[src/ldo_pkg.sv]
// constants, field layouts and carrier types of the logical device option registers
// Contract
// Each drive option register holds a two-bit drive type select in bits one and zero.
// Each drive option register holds a two-bit rate table select in bits four and three.
// Bit six of a drive option register at zero applies precompensation, at one applies none.
// Bits two, five and seven of each drive option register read as zero and ignore writes.
// The second drive option register at index f5 matches the first in layout and default.
// Floppy index f3 is reserved, always reads zero and ignores writes.
// The parallel mode register keeps the port mode in bits two to zero and resets to 3c.
// With timeout clear select at zero the timeout flag clears only on a written one.
// With timeout clear select at one the timeout flag clears at the end of a status read.
// The second parallel mode register resets to zero and keeps only the clear select bit.
// Serial mode bit zero at one enables legacy MIDI support, default off.
// Serial mode bit one at one enables the high speed option, default off.
// Serial mode bit seven at one makes both channels drive one common request.
// Software assigns a line to one channel, none to the other, then sets the share bit.
// With the share bit set both request lines assert when either channel interrupts.
// Reserved bits six to two of the serial mode register read as zero.
package ldo_pkg;

	// ****************************************
	// address map
	// ****************************************
	localparam int          ADDR_W        = 12;
	localparam logic [1:0]  PAGE_FLOPPY   = 2'h0;
	localparam logic [1:0]  PAGE_PARALLEL = 2'h1;
	localparam logic [1:0]  PAGE_SERIAL   = 2'h2;
	localparam logic [1:0]  PAGE_IRQ      = 2'h3;
	localparam logic [7:0]  IDX_RSVD_F3   = 8'hf3;
	localparam logic [7:0]  IDX_DRIVE0    = 8'hf4;
	localparam logic [7:0]  IDX_DRIVE1    = 8'hf5;
	localparam logic [7:0]  IDX_PAR_MODE  = 8'hf0;
	localparam logic [7:0]  IDX_PAR_MODE2 = 8'hf1;
	localparam logic [7:0]  IDX_SER_MODE  = 8'hf0;
	localparam logic [7:0]  IDX_IRQ_STAT  = 8'h00;
	localparam logic [7:0]  IDX_IRQ_MASK  = 8'h01;
	localparam logic [7:0]  IDX_FLAG_STAT = 8'h02;

	// ****************************************
	// reset values
	// ****************************************
	localparam logic [7:0]  RST_DRIVE     = 8'h00;
	localparam logic [7:0]  RST_PAR_MODE  = 8'h3c;
	localparam logic [7:0]  RST_PAR_MODE2 = 8'h00;
	localparam logic [7:0]  RST_SER_MODE  = 8'h00;
	localparam logic [2:0]  RST_IRQ       = 3'h0;

	// ****************************************
	// field positions
	// ****************************************
	localparam int          DRV_TYPE_LSB  = 0;
	localparam int          DRV_RATE_LSB  = 3;
	localparam int          DRV_PCOMP_BIT = 6;
	localparam int          PAR_TSEL_BIT  = 4;
	localparam int          SER_MIDI_BIT  = 0;
	localparam int          SER_HS_BIT    = 1;
	localparam int          SER_SHARE_BIT = 7;
	localparam int          EV_TIMEOUT    = 0;
	localparam int          EV_UART1      = 1;
	localparam int          EV_UART2      = 2;
	localparam int          EV_W          = 3;

	// ****************************************
	// carrier types
	// ****************************************
	typedef struct packed {
		logic       precomp_off;
		logic [1:0] rate_table_sel;
		logic [1:0] drive_type_sel;
	} ldo_drive_opt_type;

	typedef struct packed {
		logic       psel;
		logic       penable;
		logic       pwrite;
		logic [ADDR_W-1:0] paddr;
		logic [31:0] pwdata;
	} ldo_apb_req_type;

endpackage : ldo_pkg

[src/ldo_drive_opt.sv]
// one floppy drive option register
`timescale 1ns/10ps
`default_nettype none
module ldo_drive_opt import ldo_pkg::*; (
	input  wire logic              clk_in,
	input  wire logic              srst_in,
	input  wire logic              ce_in,
	input  wire logic              wr_en_in,
	input  wire logic [7:0]        wdata_in,
	output var  ldo_drive_opt_type opt_out,
	output var  logic [7:0]        rdata_out
);

	ldo_drive_opt_type opt_r;

	always_ff @(posedge clk_in) begin
		if (srst_in) begin
			opt_r <= ldo_drive_opt_type'(RST_DRIVE[$bits(ldo_drive_opt_type)-1:0]);
		end else if (ce_in && wr_en_in) begin
			opt_r.drive_type_sel <= wdata_in[DRV_TYPE_LSB +: 2];
			opt_r.rate_table_sel <= wdata_in[DRV_RATE_LSB +: 2];
			opt_r.precomp_off    <= wdata_in[DRV_PCOMP_BIT];
		end
	end

	// unused bits stay zero on read
	always_comb begin
		rdata_out                     = 8'h00;
		rdata_out[DRV_TYPE_LSB +: 2]  = opt_r.drive_type_sel;
		rdata_out[DRV_RATE_LSB +: 2]  = opt_r.rate_table_sel;
		rdata_out[DRV_PCOMP_BIT]      = opt_r.precomp_off;
	end

	assign opt_out = opt_r;

endmodule : ldo_drive_opt
`default_nettype wire

[src/ldo_regs.sv]
// option register bank with apb slave, timeout flag and serial interrupt sharing
//
// The implementer's own choice: the APB slave port.
`timescale 1ns/10ps
`default_nettype none
module ldo_regs import ldo_pkg::*; (
	input  wire logic              CLK_IN,
	input  wire logic              SRST_IN,
	input  wire logic              CE_IN,
	input  wire logic              PSEL_IN,
	input  wire logic              PENABLE_IN,
	input  wire logic              PWRITE_IN,
	input  wire logic [ADDR_W-1:0] PADDR_IN,
	input  wire logic [31:0]       PWDATA_IN,
	output var  logic [31:0]       PRDATA_OUT,
	output var  logic              PREADY_OUT,
	output var  logic              PSLVERR_OUT,
	input  wire logic              PORT_TIMEOUT_SET_IN,
	input  wire logic              TIMEOUT_WR1_IN,
	input  wire logic              STATUS_RD_IN,
	input  wire logic              UART1_IRQ_IN,
	input  wire logic              UART2_IRQ_IN,
	output var  ldo_drive_opt_type DRIVE_ZERO_OUT,
	output var  ldo_drive_opt_type DRIVE_ONE_OUT,
	output var  logic [2:0]        PAR_MODE_OUT,
	output var  logic              PORT_TIMEOUT_FLAG_OUT,
	output var  logic              MIDI_EN_OUT,
	output var  logic              HIGH_SPEED_EN_OUT,
	output var  logic              SER1_IRQ_OUT,
	output var  logic              SER2_IRQ_OUT,
	output var  logic              IRQ_OUT
);

	// ****************************************
	// declarations
	// ****************************************
	ldo_apb_req_type   req;
	logic [1:0]        page;
	logic [7:0]        idx;
	logic              aligned;
	logic              access;
	logic              commit;
	logic              wr_commit;
	logic              hit;
	logic [7:0]        rdata_nxt;
	logic [7:0]        drv0_rdata;
	logic [7:0]        drv1_rdata;
	logic              wr_drv0;
	logic              wr_drv1;
	logic              wr_par;
	logic              wr_par2;
	logic              wr_ser;
	logic              wr_stat;
	logic              wr_mask;
	logic              pready_r;
	logic [31:0]       prdata_r;
	logic              pslverr_r;
	logic [7:0]        par_mode_r;
	logic              tmo_sel_r;
	logic              midi_r;
	logic              hs_r;
	logic              share_r;
	logic              flag_r;
	logic              flag_nxt;
	logic              rd_s1_r;
	logic              rd_s2_r;
	logic              rd_s3_r;
	logic              rd_lvl_r;
	logic              rd_trail;
	logic              u1_d_r;
	logic              u2_d_r;
	logic [EV_W-1:0]   ev;
	logic [EV_W-1:0]   stat_r;
	logic [EV_W-1:0]   mask_r;
	logic              ser1_irq_r;
	logic              ser2_irq_r;
	logic              irq_r;

	// ****************************************
	// apb decode
	// ****************************************
	assign req.psel    = PSEL_IN;
	assign req.penable = PENABLE_IN;
	assign req.pwrite  = PWRITE_IN;
	assign req.paddr   = PADDR_IN;
	assign req.pwdata  = PWDATA_IN;

	assign page      = req.paddr[ADDR_W-1 -: 2];
	assign idx       = req.paddr[ADDR_W-3 -: 8];
	assign aligned   = (req.paddr[1:0] == 2'h0);
	assign access    = req.psel && req.penable;
	assign commit    = access && pready_r && CE_IN;
	assign wr_commit = commit && req.pwrite && hit;

	always_comb begin
		hit = 1'b0;
		if (aligned) begin
			unique case (page)
				PAGE_FLOPPY:   hit = (idx == IDX_RSVD_F3) || (idx == IDX_DRIVE0) ||
				                     (idx == IDX_DRIVE1);
				PAGE_PARALLEL: hit = (idx == IDX_PAR_MODE) || (idx == IDX_PAR_MODE2);
				PAGE_SERIAL:   hit = (idx == IDX_SER_MODE);
				PAGE_IRQ:      hit = (idx == IDX_IRQ_STAT) || (idx == IDX_IRQ_MASK) ||
				                     (idx == IDX_FLAG_STAT);
			endcase
		end
	end

	assign wr_drv0 = wr_commit && (page == PAGE_FLOPPY) && (idx == IDX_DRIVE0);
	assign wr_drv1 = wr_commit && (page == PAGE_FLOPPY) && (idx == IDX_DRIVE1);
	assign wr_par  = wr_commit && (page == PAGE_PARALLEL) && (idx == IDX_PAR_MODE);
	assign wr_par2 = wr_commit && (page == PAGE_PARALLEL) && (idx == IDX_PAR_MODE2);
	assign wr_ser  = wr_commit && (page == PAGE_SERIAL) && (idx == IDX_SER_MODE);
	assign wr_stat = wr_commit && (page == PAGE_IRQ) && (idx == IDX_IRQ_STAT);
	assign wr_mask = wr_commit && (page == PAGE_IRQ) && (idx == IDX_IRQ_MASK);

	// ****************************************
	// read mux
	// ****************************************
	always_comb begin
		rdata_nxt = 8'h00;
		if (hit) begin
			unique case (page)
				PAGE_FLOPPY: begin
					if (idx == IDX_DRIVE0) begin
						rdata_nxt = drv0_rdata;
					end else if (idx == IDX_DRIVE1) begin
						rdata_nxt = drv1_rdata;
					end else begin
						rdata_nxt = 8'h00;
					end
				end
				PAGE_PARALLEL: begin
					if (idx == IDX_PAR_MODE) begin
						rdata_nxt = par_mode_r;
					end else begin
						rdata_nxt[PAR_TSEL_BIT] = tmo_sel_r;
					end
				end
				PAGE_SERIAL: begin
					rdata_nxt[SER_MIDI_BIT]  = midi_r;
					rdata_nxt[SER_HS_BIT]    = hs_r;
					rdata_nxt[SER_SHARE_BIT] = share_r;
				end
				PAGE_IRQ: begin
					if (idx == IDX_IRQ_STAT) begin
						rdata_nxt[EV_W-1:0] = stat_r;
					end else if (idx == IDX_IRQ_MASK) begin
						rdata_nxt[EV_W-1:0] = mask_r;
					end else begin
						rdata_nxt[0] = flag_r;
					end
				end
			endcase
		end
	end

	// ****************************************
	// apb answer, one wait state
	// ****************************************
	always_ff @(posedge CLK_IN) begin
		if (SRST_IN) begin
			pready_r  <= 1'b0;
			prdata_r  <= 32'h0000_0000;
			pslverr_r <= 1'b0;
		end else if (CE_IN) begin
			pready_r  <= access && !pready_r;
			pslverr_r <= access && !pready_r && !hit;
			if (access && !pready_r && !req.pwrite) begin
				prdata_r <= {24'h00_0000, rdata_nxt};
			end else begin
				prdata_r <= 32'h0000_0000;
			end
		end
	end

	// ****************************************
	// floppy drive options
	// ****************************************
	ldo_drive_opt u_drive0 (
		.clk_in    (CLK_IN),
		.srst_in   (SRST_IN),
		.ce_in     (CE_IN),
		.wr_en_in  (wr_drv0),
		.wdata_in  (req.pwdata[7:0]),
		.opt_out   (DRIVE_ZERO_OUT),
		.rdata_out (drv0_rdata)
	);

	ldo_drive_opt u_drive1 (
		.clk_in    (CLK_IN),
		.srst_in   (SRST_IN),
		.ce_in     (CE_IN),
		.wr_en_in  (wr_drv1),
		.wdata_in  (req.pwdata[7:0]),
		.opt_out   (DRIVE_ONE_OUT),
		.rdata_out (drv1_rdata)
	);

	// ****************************************
	// parallel port mode
	// ****************************************
	always_ff @(posedge CLK_IN) begin
		if (SRST_IN) begin
			par_mode_r <= RST_PAR_MODE;
			tmo_sel_r  <= RST_PAR_MODE2[PAR_TSEL_BIT];
		end else if (CE_IN) begin
			if (wr_par) begin
				par_mode_r <= req.pwdata[7:0];
			end
			if (wr_par2) begin
				tmo_sel_r <= req.pwdata[PAR_TSEL_BIT];
			end
		end
	end

	// status read strobe from the port pin side
	always_ff @(posedge CLK_IN) begin
		if (SRST_IN) begin
			rd_s1_r  <= 1'b0;
			rd_s2_r  <= 1'b0;
			rd_s3_r  <= 1'b0;
			rd_lvl_r <= 1'b0;
		end else if (CE_IN) begin
			rd_s1_r <= STATUS_RD_IN;
			rd_s2_r <= rd_s1_r;
			rd_s3_r <= rd_s2_r;
			if (rd_s2_r == rd_s3_r) begin
				rd_lvl_r <= rd_s3_r;
			end
		end
	end

	assign rd_trail = rd_lvl_r && !rd_s2_r && !rd_s3_r;

	// set beats either clear
	always_comb begin
		flag_nxt = flag_r;
		if (!tmo_sel_r && TIMEOUT_WR1_IN) begin
			flag_nxt = 1'b0;
		end
		if (tmo_sel_r && rd_trail) begin
			flag_nxt = 1'b0;
		end
		if (PORT_TIMEOUT_SET_IN) begin
			flag_nxt = 1'b1;
		end
	end

	always_ff @(posedge CLK_IN) begin
		if (SRST_IN) begin
			flag_r <= 1'b0;
		end else if (CE_IN) begin
			flag_r <= flag_nxt;
		end
	end

	// ****************************************
	// first serial port mode
	// ****************************************
	always_ff @(posedge CLK_IN) begin
		if (SRST_IN) begin
			midi_r  <= RST_SER_MODE[SER_MIDI_BIT];
			hs_r    <= RST_SER_MODE[SER_HS_BIT];
			share_r <= RST_SER_MODE[SER_SHARE_BIT];
		end else if (CE_IN && wr_ser) begin
			midi_r  <= req.pwdata[SER_MIDI_BIT];
			hs_r    <= req.pwdata[SER_HS_BIT];
			share_r <= req.pwdata[SER_SHARE_BIT];
		end
	end

	// shared mode drives both lines, so software leaves one unrouted
	always_ff @(posedge CLK_IN) begin
		if (SRST_IN) begin
			ser1_irq_r <= 1'b0;
			ser2_irq_r <= 1'b0;
		end else if (CE_IN) begin
			ser1_irq_r <= UART1_IRQ_IN || (share_r && UART2_IRQ_IN);
			ser2_irq_r <= UART2_IRQ_IN || (share_r && UART1_IRQ_IN);
		end
	end

	// ****************************************
	// interrupt status and mask
	// ****************************************
	assign ev[EV_TIMEOUT] = PORT_TIMEOUT_SET_IN && !flag_r;
	assign ev[EV_UART1]   = UART1_IRQ_IN && !u1_d_r;
	assign ev[EV_UART2]   = UART2_IRQ_IN && !u2_d_r;

	always_ff @(posedge CLK_IN) begin
		if (SRST_IN) begin
			u1_d_r <= 1'b0;
			u2_d_r <= 1'b0;
			stat_r <= RST_IRQ;
			mask_r <= RST_IRQ;
			irq_r  <= 1'b0;
		end else if (CE_IN) begin
			u1_d_r <= UART1_IRQ_IN;
			u2_d_r <= UART2_IRQ_IN;
			if (wr_stat) begin
				stat_r <= (stat_r & ~req.pwdata[EV_W-1:0]) | ev;
			end else begin
				stat_r <= stat_r | ev;
			end
			if (wr_mask) begin
				mask_r <= req.pwdata[EV_W-1:0];
			end
			irq_r <= |(stat_r & mask_r);
		end
	end

	// ****************************************
	// outputs
	// ****************************************
	assign PRDATA_OUT            = prdata_r;
	assign PREADY_OUT            = pready_r;
	assign PSLVERR_OUT           = pslverr_r;
	assign PAR_MODE_OUT          = par_mode_r[2:0];
	assign PORT_TIMEOUT_FLAG_OUT = flag_r;
	assign MIDI_EN_OUT           = midi_r;
	assign HIGH_SPEED_EN_OUT     = hs_r;
	assign SER1_IRQ_OUT          = ser1_irq_r;
	assign SER2_IRQ_OUT          = ser2_irq_r;
	assign IRQ_OUT               = irq_r;
endmodule : ldo_regs
`default_nettype wire

[config.mk]
export PLATFORM = sky130hd
export DESIGN_NAME = ldo_regs
export DESIGN_NICKNAME = d
export VERILOG_FILES = /design/src/ldo_pkg.sv /design/src/ldo_drive_opt.sv /design/src/ldo_regs.sv
export SDC_FILE = /design/constraint.sdc
export NUM_CORES = 1
export LEC_CHECK = 0
export ABC_AREA = 1
export BUFFER_PORTS_ARGS = -buffer_cell sky130_fd_sc_hd__buf_2
export CORE_MARGIN = 1.5
export CORE_UTILIZATION = 26
export DETAILED_ROUTE_END_ITERATION = 10
export PLACE_DENSITY = 0.6
export SLEW_MARGIN = 20
export SYNTH_ARGS = -nofsm -noshare
export SYNTH_HDL_FRONTEND = slang
export SYNTH_HIERARCHICAL = 1
export SYNTH_SLANG_ARGS = --single-unit
export TNS_END_PERCENT = 50
[constraint.sdc]
create_clock -name CLK_IN -period 1.6 [get_ports CLK_IN]
set_clock_uncertainty 0.05 [all_clocks]
set_input_delay 0.16 -clock CLK_IN [delete_from_list [all_inputs] [get_ports CLK_IN]]
set_output_delay 0.16 -clock CLK_IN [all_outputs]
set_load 0.1 [all_outputs]
# After elaboration in Yosys (flattened, before gate mapping)
# Index checks and enable logic that the tools add are counted.
# classes
eq_ne	11
n_mux	20
bitwise_logic	5
reduce_logical	57
# ops
op	n
== test 8 bit (second input constant)	5
logical AND 1 bit	31
2-to-1 mux 8 bit	2
2-to-1 mux 7 bit	2
AND reduction 2 bit	5
zero test 1 bit	9
2-to-1 mux 3 bit	3
== test 8 x 1 -> 1 bit (second input constant)	1
== test 8 x 2 -> 1 bit (second input constant)	1
zero test 8 bit	1
one-hot mux 2 bit (4 select lines)	1
one-hot mux 4 bit (2 select lines)	1
logical OR 1 bit	7
AND 3 bit	2
2-to-1 mux 1 bit	6
bitwise OR 3 bit	2
one-hot mux 1 bit (3 select lines)	2
== test 2 bit (second input constant)	2
zero test 2 bit	2
2-to-1 mux 4 bit	1
one-hot mux 1 bit (4 select lines)	1
inverter 3 bit	1
nonzero test 3 bit	1
OR reduction 3 bit	1
3 further kinds	3
# word_totals
input_bits	55
output_inout_bits	53
word_cells	119
ff_bits	72

# Depth between registers and ports, before layout
# depth
word_depth	9
mapped_depth	15

# By module
# The synthesis kept the hierarchy.
# modules_own_cells
mod	seq_area_each_um2	cells_per_inst	n_inst	area_each_um2
ldo_regs	760.7	366	1	2383.5
ldo_drive_opt	100.1	41	2	267.8

# Worst setup path before layout
# Ideal clock, no wire load.
# synth_timing
path_kind	flip-flop to flip-flop
from	register pready_r (netlist: PREADY_OUT)
to	register u_drive1.opt_r, in the netlist u_drive1/opt_out[0]
setup_slack_ns	-0.877
arrival_ns	2.314
synth_period_minus_slack_ns	2.477
setup_time_ns	0.113
path_stages_with_launch	10
cell_sequence	dfxtp_1 inv_1 nor4_4 inv_1 nor2_8 nand2_1 nor2_1 nand2_2 nor2_1 nor2_1
# synth_via
elab_chain_cells	7
# synth_lines
item	line_no	source
from (decl)	ldo_regs.sv:55	logic pready_r;
from (signal assigned)	ldo_regs.sv:167	pready_r <= access && !pready_r;
logical AND 1 bit (2 in series)	ldo_regs.sv:92	assign commit = access && pready_r && CE_IN;
logical AND 1 bit (2 in series)	ldo_regs.sv:93	assign wr_commit = commit && req.pwrite && hit;
logical AND 1 bit (2 in series)	ldo_regs.sv:110	assign wr_drv1 = wr_commit && (page == PAGE_FLOPPY) && (idx == IDX_DRIVE1);
named net wr_drv1	ldo_regs.sv:49	logic wr_drv1;
logical AND 1 bit	ldo_drive_opt.sv:19	end else if (ce_in && wr_en_in) begin
to (signal assigned)	ldo_drive_opt.sv:18	opt_r <= ldo_drive_opt_type'(RST_DRIVE[$bits(ldo_drive_opt_type)-1:0]);
to (decl)	ldo_drive_opt.sv:14	ldo_drive_opt_type opt_r;
# The timed path passes the listed nets, and every way through them passes these cells.
# A chain may end at the register's enable or synchronous reset.

# Worst setup path in the final report
# layout_timing
from	register pready_r (netlist: PREADY_OUT)
to	register u_drive0.opt_r, in the netlist u_drive0/opt_out[2]
# layout_via
elab_chain_cells	7
# layout_lines
item	line_no	source
logical AND 1 bit (2 in series)	ldo_regs.sv:92	
logical AND 1 bit (2 in series)	ldo_regs.sv:93	
logical AND 1 bit (2 in series)	ldo_regs.sv:109	assign wr_drv0 = wr_commit && (page == PAGE_FLOPPY) && (idx == IDX_DRIVE0);
named net wr_drv0	ldo_regs.sv:48	logic wr_drv0;
logical AND 1 bit	ldo_drive_opt.sv:19	
to (signal assigned)	ldo_drive_opt.sv:18	
to (decl)	ldo_drive_opt.sv:14	
# The timed path passes the listed nets, and every way through them passes these cells.

==> results <==
- Relative to the synthesized area, the layout overhead comes to 24.4%.
- The HPWL reported at the end of detailed placement is 6.25 mm.
- Setup repair after global routing could not meet its margin everywhere.
- The count of buffers inserted at the top-level ports is 59.
- In this run the worst hold path is classified as input port to flip-flop.
- The initialized floorplan defines 38 standard-cell rows.
- The Yosys step of the flow raised 6 warnings.
- The kind of start point of the critical path is a flip-flop.
- After synthesis, the netlist uses 34 different library cells.
- The H-tree generated during clock tree synthesis spans 2 levels.
- The first global-routing pass estimated 12.6 mm of wire.
- The analysis attributes to cell leakage a power of 0.00191 uW.
- The CTS tree is built.
- The mean instance size in the synthesized netlist is 6.52 um^2.
- The sequential-to-total area share from yosys stat is 32.9%.
- The peak supply drop is 0.428 mV.
- The filler cells instantiated in the layout total 1,205.
- For this run, the leading register cell type out of synthesis is dfxtp_1.
- The minimum clock period is 1550 ps.
- The achievable clock frequency is 645 MHz.
- Setup violations remaining at the end of the flow were counted as 0.
- The dominant cell by count in the synthesized netlist is nand2_1.
- Of all flip-flops after synthesis, the portion carrying an async set or reset was 0%.
- CTS saw 48 sinks.
- In this run the count of I/O pins placed on the die edge is 108.
- For this design the ratio of total power to cell area is 747 nW/um^2.
- Cells fill 33.3% of the core in the end.
- After clock tree synthesis, the clock-pin slew on the worst setup and hold paths is 100 ps.
- Summing every instance area after synthesis gives 2920 um^2.
- After detailed placement, the total cell area comes to 3460 um^2.
- The clock latency of the later-clocked register in the worst-skew pair is 300 ps.
- The chip height is 109 um.
- The worst setup path is of the flip-flop to flip-flop kind.
- After technology mapping, the gate count stands at 448.
- By area the synthesized netlist is led by dfxtp_1 (33%), nand2_1 (16%), buf_4 (11%).
- Dividing the detail-routed via count by the number of cells gives 4.28.
- The placer's final routability congestion estimate is 0.843.
- The delay of the slowest cell on the worst path is 360 ps.
- The share of layout cells above drive strength 1 is 27.1%.
- For this block, the routed nets add up to 7.91 mm of wire.
- On the critical path, the stage with the largest delay is an instance of dfxtp_4.
- The initial antenna violation count is 0.
- The run finished with clean final reports.
- The endpoint arrival time on the critical path is 1750 ps.
- In this run the deepest clock path goes through 2 buffers.
- The detail route stage leaves a number of antenna-violating nets equal to 0.
- The via count is 2,873.
- The starting density of the core is 26.8%.
- The number of pins with negative max-slew slack in the final report was 0.
- The count of buffers added by post-CTS timing repair for setup is 0.
- The via count of the first global-routing pass is 2,654.
- Traced cell by cell, the critical path runs through inv_2 -> nor4_4 -> inv_2 -> nor2_8 -> nand2_4 -> nor2_4 -> nand2_4 -> nand2_1 -> nand2_1 -> nor2_1.
- Of all cell types, the one taking the most synthesized area is dfxtp_1.
- The standard cell core area is 10,900 um^2.
- Global routing finished with a remaining overflow of 0.
- The largest net degree at the start of global routing is 21.
- The routed wire length per instance is 11.8 um.
- The critical path data required time is 1800 ps.
- The largest fanout on the critical path is 10.
- On the final layout, the worst hold slack is 32.3 ps.
- The first-iteration detailed-routing DRC count is 131.
- Of the post-synthesis cell area, the dominant cell type holds 32.9%.
- The period utilization is 96.8%.
- The first detailed-routing pass took 4 iterations.
- The die span in x is 109 um.
- The final-report hold violation count was 0.
- The root buffer cell is clkbuf_8.
- Global routing used 13.5% of the available tracks across all layers.
- For this run, design rule violations remaining after detail routing come to 0.
- The final-stage net count is 586.
- The die covers 11,900 um^2.
- The antenna cell count is 0.
- The total of max-cap violations is 0.
- The synthesized design contains 0 enable-type register cells.
- The synthesis-stage register bit count is 48.
- The type of destination of the critical path is a flip-flop.
- The TritonCTS buffer count is 5.
- The commonest cells after synthesis are nand2_1 (124), nor2_1 (70), dfxtp_1 (48), inv_1 (47), buf_4 (43).
- With fillers left out, the area of the finished cells amounts to 3630 um^2.
==> routing by layer <==
layer  part of all wire, %  global-route usage, %  vias up
met4                   1.8                   3.57        0
met1                    46                   17.2     1288
li1                      -                      -     1492
met3                   4.9                   2.81       15
met2                    47                   23.2       78
met5                     0                      0        -
==> stage by stage <==
step	total power, uW	TNS [ps]	instances	worst slack (ps)
after detailed placement	1820	-4580	663	-204
final	2710	0	672	50.5
after floorplan	1740	-3090	475	-219
after CTS	2730	0	672	2.92
after global routing	2820	-291	672	-58.2
after global placement	1810	-2960	663	-153
==> worst max-delay path, delay by kind of cell, from the launching register on <==
| kind | cells | cell delay (ps) |
|---|---|---|
| and+or+nand+nor | 8 | 920 |
| buffers and inverters | 2 | 160 |
| DFF | 1 | 360 |
==> cell type report <==
class                           instances  area (um^2)  share of cell area [%]
Sequential cell                        48          965                    26.6
Clock inverter                          3         46.3                    1.27
Tap cell                              140          175                    4.82
Clock buffer                            5         68.8                    1.90
Timing Repair Buffer                   99          611                    16.8
Multi-Input combinational cell        325         1570                    43.2
Inverter                               52          195                    5.38
==> logic make-up after synthesis <==
| logic type | share of synthesized area, % |
|---|---|
| AND/OR/NAND/NOR | 37.3 |
| flip-flops | 32.9 |
| AO/OA/AOI/OAI | 10.7 |
| buffers and inverters | 18.7 |
| other | 0.386 |
==> placed cells by master (no fill, tap or decap), drive strengths merged, types with 2 or more instances in the layout <==
master	instances
conb	30
buf	98
dfxtp	48
nand4	6
a22o	4
a21oi	23
inv	52
nand2	129
nor2	83
clkbuf	5
a221oi	3
or2	2
o21ai	18
o211ai	3
nand3	18
nor3	3
==> worst paths after layout <==
| check | from | end | slack (ps) | depth (start not counted) |
|---|---|---|---|---|
| worst max register to register | PREADY_OUT | u_drive0/opt_out[2] | 50 | 10 |
| worst min-delay path | STATUS_RD_IN | rd_s1_r | 30 | 3 |
| worst min register to register | u1_d_r | u1_d_r | 410 | 2 |
| worst max-delay path | PREADY_OUT | u_drive0/opt_out[2] | 50 | 10 |
==> where the power goes <==
part	switching, uW	internal [uW]
clock	444	472
combinational	466	106
sequential	12.7	1210
==> registers in the layout (all words and copies together), names as in the netlist, 3 cells and up <==
name              count
u_drive1/opt_out      5
PRDATA_OUT            8
mask_r                3
u_drive0/opt_out      5
stat_r                3
par_mode_r            8
==> repair_timing <==
| item | 4_1_cts | 5_1_grt |
|---|---|---|
| pin swaps | 0 | 1 |
| endpoints found under the hold margin | 1 | 0 |
| gates resized for setup | 1 | 9 |
| hold buffers | 1 | 0 |
| setup endpoints to repair | 2 | 21 |
No activity file was read; power rests on OpenSTA's default activity.
